`src/hdl/ewd_cfg.svh`:
```
`ifndef EWD_CFG_SVH
`define EWD_CFG_SVH
// ----------------------------------------
// extension word layout
// ----------------------------------------
`define EWD_OPC_HI 15
`define EWD_OPC_LO 11
`define EWD_OPC_VAL 5'h03
`define EWD_ZC_BIT 8
`define EWD_RPT_BIT 7
`define EWD_AL_BIT 6
`define EWD_CNT_HI 3
`define EWD_CNT_LO 0
// ----------------------------------------
// addressing mode codes (as)
// ----------------------------------------
`define EWD_AM_REG 2'h0
`define EWD_AM_IDX 2'h1
`define EWD_AM_IND 2'h2
`define EWD_AM_INC 2'h3
`define EWD_PC_REG 4'h0
`define EWD_CG_REG 4'h3
// ----------------------------------------
// cycle counts
// ----------------------------------------
`define EWD_CYC_RR 4'h1
`define EWD_CYC_RPC 4'h2
`define EWD_CYC_RM 4'h4
`define EWD_CYC_IR 4'h2
`define EWD_CYC_IPC 4'h3
`define EWD_CYC_IM 4'h5
`define EWD_CYC_XR 4'h3
`define EWD_CYC_XM 4'h6
`define EWD_CYC_FAST 4'h1
`endif

```
`src/hdl/ewd_pkg.sv`:
```
package ewd_pkg;
    typedef enum logic [1:0] {
        EWD_LEN_RSV = 2'b00,
        EWD_LEN_20 = 2'b01,
        EWD_LEN_16 = 2'b10,
        EWD_LEN_8 = 2'b11
    } ewd_len_e;
    typedef enum logic [1:0] {
        EWD_IDLE = 2'b00,
        EWD_ARMED = 2'b01
    } ewd_state_e;
    typedef struct packed {
        ewd_state_e state;
        logic zc;
        logic rpt_reg;
        logic al;
        logic reg_form;
        logic [3:0] cnt_field;
        logic [3:0] cycles;
        logic [1:0] words;
        ewd_len_e len;
        logic ext_active;
        logic carry_zero;
        logic [3:0] rpt_count;
        logic wide;
        logic ext_seen;
    } ewd_state_s;
endpackage : ewd_pkg

```
`src/hdl/ewd_decoder.sv`:
```
`timescale 1ns/10ps
`include "ewd_cfg.svh"
// How it works
// - register source: 1 cycle reg, 2 to PC, 4 cycles two words to memory.
// - indirect/autoinc/immediate source: 2, 3, 5 cycles; immediate adds one word.
// - indexed/symbolic/absolute source: 3 cycles two words, or 6 cycles three words.
// - copy, bit-test, compare to memory destination finish one cycle sooner.
// - extension word when bits 15:11 fall in 1800h..1FFFh.
// - instructions after an extension word use 20-bit addresses and immediates.
// - some extended opcodes need no extension word; flagged directly.
// - register layout only for reg/reg double and reg-mode single operand.
// - zero-carry clear: carry input is current carry flag.
// - zero-carry set: carry input zero each pass; carry from final result.
// - repeat select clear: count minus one from extension bits 3:0.
// - repeat select set: bits 3:0 name a register, its low bits hold count.
// - length bit with byte/word bit: reserved, 20-bit, 16-bit, 8-bit.
module ewd_decoder
    import ewd_pkg::*;
(
    input wire logic clock_in,
    input wire logic rst_n_in,
    input wire logic word_valid_in,
    input wire logic [15:0] word_in,
    input wire logic single_operand_form_in,
    input wire logic native_ext_in,
    input wire logic [1:0] src_mode_in,
    input wire logic [3:0] src_reg_in,
    input wire logic dst_mode_in,
    input wire logic [3:0] dst_reg_in,
    input wire logic byte_word_in,
    input wire logic copy_op_in,
    input wire logic bit_test_op_in,
    input wire logic compare_op_in,
    input wire logic carry_flag_in,
    input wire logic [3:0] rpt_reg_value_in,
    output logic ext_word_out,
    output logic [3:0] rpt_reg_sel_out,
    output logic insn_done_out,
    output logic [3:0] cycles_out,
    output logic [1:0] words_out,
    output logic [1:0] data_len_out,
    output logic wide_addr_out,
    output logic carry_in_out,
    output logic carry_zero_out,
    output logic [3:0] rpt_count_out,
    output logic reg_layout_out
);
    ewd_state_s q, d;

    function automatic logic is_ext(input logic [15:0] w);
        is_ext = (w[`EWD_OPC_HI:`EWD_OPC_LO] == `EWD_OPC_VAL);
    endfunction : is_ext

    // ----------------------------------------
    // handshake outputs
    // ----------------------------------------
    assign ext_word_out = word_valid_in && is_ext(word_in);
    // register number to read when the repeat count comes from a register
    assign rpt_reg_sel_out = q.cnt_field;

    // ----------------------------------------
    // decode
    // ----------------------------------------
    logic src_is_reg, src_is_imm, src_is_ind, dst_is_mem, dst_is_pc, fast;
    logic [3:0] cyc;
    logic [1:0] wrd;
    always_comb begin
        src_is_reg = (src_mode_in == `EWD_AM_REG);
        // immediate is autoincrement on the program counter
        src_is_imm = (src_mode_in == `EWD_AM_INC) && (src_reg_in == `EWD_PC_REG);
        src_is_ind = (src_mode_in == `EWD_AM_IND) || (src_mode_in == `EWD_AM_INC);
        dst_is_mem = dst_mode_in;
        dst_is_pc = !dst_mode_in && (dst_reg_in == `EWD_PC_REG);
        fast = copy_op_in || bit_test_op_in || compare_op_in;
        cyc = `EWD_CYC_RR;
        wrd = 2'h1;
        if (src_is_reg) begin
            if (dst_is_mem) begin
                cyc = `EWD_CYC_RM;
                wrd = 2'h2;
            end else if (dst_is_pc) begin
                cyc = `EWD_CYC_RPC;
            end else begin
                cyc = `EWD_CYC_RR;
            end
        end else if (src_is_ind) begin
            if (dst_is_mem) begin
                cyc = `EWD_CYC_IM;
            end else if (dst_is_pc) begin
                cyc = `EWD_CYC_IPC;
            end else begin
                cyc = `EWD_CYC_IR;
            end
            wrd = 2'(1 + (src_is_imm ? 1 : 0) + (dst_is_mem ? 1 : 0));
        end else begin
            cyc = dst_is_mem ? `EWD_CYC_XM : `EWD_CYC_XR;
            wrd = dst_is_mem ? 2'h3 : 2'h2;
        end
        if (dst_is_mem && fast) begin
            cyc = cyc - `EWD_CYC_FAST;
        end
    end

    // ----------------------------------------
    // state update
    // ----------------------------------------
    always_comb begin
        d = q;
        d.ext_seen = 1'b0;
        case (q.state)
            EWD_IDLE: begin
                if (word_valid_in && is_ext(word_in)) begin
                    // bits 10:9 and 5:4 never sampled
                    d.zc = word_in[`EWD_ZC_BIT];
                    d.rpt_reg = word_in[`EWD_RPT_BIT];
                    d.al = word_in[`EWD_AL_BIT];
                    d.cnt_field = word_in[`EWD_CNT_HI:`EWD_CNT_LO];
                    d.ext_seen = 1'b1;
                    d.state = EWD_ARMED;
                end else if (word_valid_in) begin
                    d.cycles = cyc;
                    d.words = wrd;
                    d.ext_active = native_ext_in;
                    d.wide = native_ext_in;
                    d.len = byte_word_in ? EWD_LEN_8 : EWD_LEN_16;
                    d.carry_zero = 1'b0;
                    d.rpt_count = 4'h0;
                    d.reg_form = 1'b0;
                end
            end
            EWD_ARMED: begin
                if (word_valid_in) begin
                    d.cycles = cyc;
                    d.words = wrd;
                    d.ext_active = 1'b1;
                    d.wide = 1'b1;
                    d.len = ewd_len_e'({q.al, byte_word_in});
                    // layout choice: reg/reg or single-operand reg mode
                    // single-operand form has no destination fields to look at
                    d.reg_form = src_is_reg && (single_operand_form_in || !dst_mode_in);
                    // repeat and zero-carry meaningless outside register layout
                    d.carry_zero = d.reg_form && q.zc;
                    if (!d.reg_form) begin
                        d.rpt_count = 4'h0;
                    end else if (q.rpt_reg) begin
                        d.rpt_count = rpt_reg_value_in;
                    end else begin
                        d.rpt_count = q.cnt_field;
                    end
                    d.state = EWD_IDLE;
                end
            end
            default: d.state = EWD_IDLE;
        endcase
        if (!rst_n_in) begin
            d = '0;
            d.state = EWD_IDLE;
            d.len = EWD_LEN_16;
        end
    end

    always_ff @(posedge clock_in) begin
        q <= d;
    end

    // ----------------------------------------
    // outputs
    // ----------------------------------------
    logic done_q;
    always_ff @(posedge clock_in) begin
        if (!rst_n_in) begin
            done_q <= 1'b0;
        end else begin
            done_q <= word_valid_in && !is_ext(word_in);
        end
    end
    assign insn_done_out = done_q;
    assign cycles_out = q.cycles;
    assign words_out = q.words;
    assign data_len_out = q.len;
    assign wide_addr_out = q.wide;
    // carry forced to zero only for the zero-carry case
    assign carry_in_out = q.carry_zero ? 1'b0 : carry_flag_in;
    assign carry_zero_out = q.carry_zero;
    assign rpt_count_out = q.rpt_count;
    assign reg_layout_out = q.reg_form;
endmodule : ewd_decoder

```
`config.mk`:
```
export PLATFORM = sky130hd
export DESIGN_NAME = ewd_decoder
export DESIGN_NICKNAME = d
export VERILOG_FILES = /design/src/hdl/ewd_pkg.sv /design/src/hdl/ewd_decoder.sv
export VERILOG_INCLUDE_DIRS = /design/src /design/src/hdl
export SDC_FILE = /design/constraint.sdc
export NUM_CORES = 1
export LEC_CHECK = 0
export BUFFER_PORTS_ARGS = -buffer_cell sky130_fd_sc_hd__buf_2
export CORE_MARGIN = 3
export CORE_UTILIZATION = 40
export CTS_BUF_LIST = sky130_fd_sc_hd__clkbuf_8
export DETAILED_ROUTE_END_ITERATION = 8
export PLACE_DENSITY = 0.75
export RECOVER_POWER = 100
export SYNTH_ARGS = -nofsm -noshare
export SYNTH_HDL_FRONTEND = slang
export SYNTH_SLANG_ARGS = --single-unit
```
`constraint.sdc`:
```
create_clock -name clock_in -period 2.6 [get_ports clock_in]
set_input_delay 0.26 -clock clock_in [delete_from_list [all_inputs] [get_ports clock_in]]
set_output_delay 0.26 -clock clock_in [all_outputs]
set_load 0.005 [all_outputs]
```
==> summary.log <==
qor: run_status.run_status completed
qor: setup_path.cp-start-kind flip-flop
qor: die.start_util 43.4%
qor: global_routing.grt_pass1_vias 971
qor: setup_path.crit_fanout 8
qor: timing.layout_worst_path_cycle_share 62.0%
qor: worst_hold_path.timing.hold.worst.class input port to flip-flop
qor: clock_tree.cts_inserted_buffers 3
qor: timing.setup_violations 0
qor: finish.layout_commonest_cell sky130_fd_sc_hd__buf_2
qor: clock_tree.post_cts.resized_instances 0
qor: timing.fin_worst_skew 0.00232 ns
qor: clock_tree.cts_hold_buffers 0
qor: routing.routed-via-count 1050
qor: global_routing.antenna_violations_before_repair 0
qor: synthesis.synth_warnings 0
qor: placed_design.placedInstanceArea 1410 um^2
qor: global_routing.grt_start_max_net_pins 26
qor: die.chipHeight 61.7 um
qor: setup_path.crit_path_max_incr_delay 0.80 ns
qor: setup_path.cp_data_arrival_time 1.77 ns
qor: clock_tree.clk_root_buffer_cell sky130_fd_sc_hd__clkbuf_8
qor: timing.timing.final.crit_period 1.61 ns
qor: setup_path.cells_along_the_critical_path or4_1 > mux2i_1 > nor2b_1
qor: timing.tightestPinTransition 0.605 ns
qor: clock_tree.clk_pin_slew_worst_paths 0.08 ns
qor: pwr.power_leakage 0.643 nW
qor: timing.slew_headroom 59.7%
qor: timing.slew_violations 0
qor: setup_path.crit_required 2.76 ns
qor: routing.drt_total_wl 2670 um
qor: finish.layout.cell_area.non_filler 1460 um^2
qor: setup_path.critical_path.slowest_cell sky130_fd_sc_hd__or4_1
qor: flow_run.cap_violations 0
qor: synthesis.ys.flop_type sky130_fd_sc_hd__dfxtp_1
qor: clock_tree.clock_latency_reported_for_the_late_side_of_the_worst_skew_pair 0.26 ns
qor: finish.most_frequent_cells_in_the_layout sky130_fd_sc_hd__buf_2 (45), sky130_fd_sc_hd__dfxtp_1 (24), sky130_fd_sc_hd__nand2_1 (13), sky130_fd_sc_hd__mux2i_1 (13), sky130_fd_sc_hd__clkbuf_1 (13)
qor: clock_tree.clk_buf_depth 2
qor: clock_tree.post-cts-setup-buffer-count 0
qor: clock_tree.cts.sinks 24
qor: synthesis.synthArstFlopShare 0%
qor: finish.nNetsFinal 217
qor: synthesis.seq_area_frac_synth 38.8%
qor: global_routing.grt_pass1_wl 4090 um
qor: pwr.power-per-cell-area 543 nW/um^2
qor: placed_design.placement.io_buffers 58
qor: synthesis.synthesis.nets 176
qor: routing.route.detailed.vias_per_inst 5.12
qor: clock_tree.cts_tree built
qor: pwr.worst_ir_drop_vdd 0.211 mV
qor: timing.rsz0062_at_grt no
qor: global_routing.gr-usage-all-layers 14.3%
qor: die.die_area 3800 um^2
qor: routing.detail_route.first_pass.iterations 4
qor: finish.postLayoutCoreUtil 51.2%
qor: timing.setup-tns-final 0 ns
qor: die.floorplan.die.width 61.7 um
qor: timing.timing_hold_violations_final 0
qor: routing.drtIter0Drc 17
qor: synthesis.synth_cell_type_count 37
qor: finish.synthesis_to_layout_area_growth 17.9%
qor: routing.avgRoutedWirePerCell 13.0 um
qor: finish.final_layout_size_suffix_gt1_share 29.9%
qor: synthesis.post_synth.cell_area_avg 9.24 um^2
qor: clock_tree.h-tree-depth 1
qor: die.core-area 2850 um^2
qor: setup_path.crit_path_end_kind flip-flop
qor: routing.route.antenna.remaining_nets 0
qor: placed_design.dp.final_hpwl 2050 um
qor: synthesis.synth_edf_count 0
qor: die.std_cell_rows 19
qor: synthesis.synthesis.area 1240 um^2
qor: synthesis.yosys_register_bits 24
qor: global_routing.remaining_global_route_overflow 0
qor: die.ios 63
qor: synthesis.synth_cells 134
qor: routing.drc 0
qor: setup_path.path_buf_inv 0
qor: setup_path.cp_top_family simple AND/OR/NAND/NOR gates
qor: setup_path.timing_worst_setup_path_type flip-flop to flip-flop
qor: finish.final.fill_count 283
qor: finish.antenna_cells_inserted 0
qor: placed_design.place_congestion 0.767
qor: timing.fmax 621 MHz
## where the power goes
group          switching, W  internal (W)   total, W  leakage [nW]
combinational     0.0000446     0.0000439  0.0000885         0.412
clock              0.000118      0.000206   0.000324        0.0357
sequential       0.00000451      0.000377   0.000381         0.195
total              0.000167      0.000626   0.000793         0.643
## worst reg2reg max path, delay by kind of cell, from the launching register on
| kind | cells | cell delay (ns) |
|---|---|---|
| AND/OR/NAND/NOR | 2 | 0.86 |
| flip-flops | 1 | 0.40 |
| multiplexers | 1 | 0.25 |
## cell type report
class	count	area, um^2	share of cell area (%)
multi-input cells	85	584	40.0
flip-flops and latches	24	480	32.9
repair buffers	58	274	18.8
clock buffers	3	41.3	2.83
well taps	31	38.8	2.66
clock inverters	1	30.0	2.06
inverters	3	11.3	0.771
## cell usage after synthesis, types with 3 or more instances
master                      number  area (um^2)
sky130_fd_sc_hd__nor2_1          7         26.3
sky130_fd_sc_hd__dfxtp_1        24          480
sky130_fd_sc_hd__a21boi_0        5         37.5
sky130_fd_sc_hd__clkbuf_1        3         11.3
sky130_fd_sc_hd__mux2i_1        13          130
sky130_fd_sc_hd__o2bb2ai_1       5         43.8
sky130_fd_sc_hd__buf_4          16          120
sky130_fd_sc_hd__nor2b_1         8         50.1
sky130_fd_sc_hd__nand2_1        13         48.8
sky130_fd_sc_hd__and2_1          5         31.3
## through the flow
step / power [W] / std cells / worst slack, ns / hold WS (ns)
2_1_floorplan: 0.000442 / 134 / 1.12 / 0.374
3_3_place_gp: 0.000476 / 201 / 0.990 / 0.446
3_5_place_dp: 0.000480 / 201 / 0.943 / 0.457
4_1_cts: 0.000802 / 205 / 1.17 / 0.238
5_1_grt: 0.000824 / 205 / 0.896 / 0.247
6_report: 0.000793 / 205 / 0.989 / 0.235
## path summary, 6_finish.rpt
check	depth (start not counted)	startpoint	slack (ns)	endpoint
max	3	q[24]$_SDFFE_PN0P_	0.99	q[23]$_SDFFE_PN0P_
min	3	native_ext_in	0.23	wide_addr_out$_SDFFE_PN0P_
max reg2reg	3	q[24]$_SDFFE_PN0P_	0.99	q[23]$_SDFFE_PN0P_
min reg2reg	2	reg_layout_out$_SDFFE_PN0P_	0.46	reg_layout_out$_SDFFE_PN0P_
## sequential cells by signal, indices dropped and copies added, names as in the netlist
signal           count
wide_addr_out        1
insn_done_out        1
rpt_reg_sel_out      4
carry_zero_out       1
reg_layout_out       1
rpt_count_out        4
words_out            2
cycles_out           4
data_len_out         2
q                    4
## routing by layer
metal  part of all wire (%)  up-vias  GRT usage (%)
li1                       -      531              -
met1                     43      484           17.1
met2                     50       28           24.8
met3                    4.7        7           2.73
met4                    2.1        0           6.36
met5                      0        -              0
## cell families (layout without fill, tap and decap cells)
kind of cell | after synthesis | count (layout) | share of synthesized area [%]
AOI/OAI and AO/OA | 23 | 23 | 15.2
xor gates and xnor gates | 2 | 2 | 1.41
adders and majority gates | 1 | 1 | 1.01
buffers and inverters | 25 | 65 | 13.7
DFF | 24 | 24 | 38.8
muxes | 13 | 13 | 10.5
and+or+nand+nor | 46 | 46 | 19.4
Power figures use the tool's default switching activity.
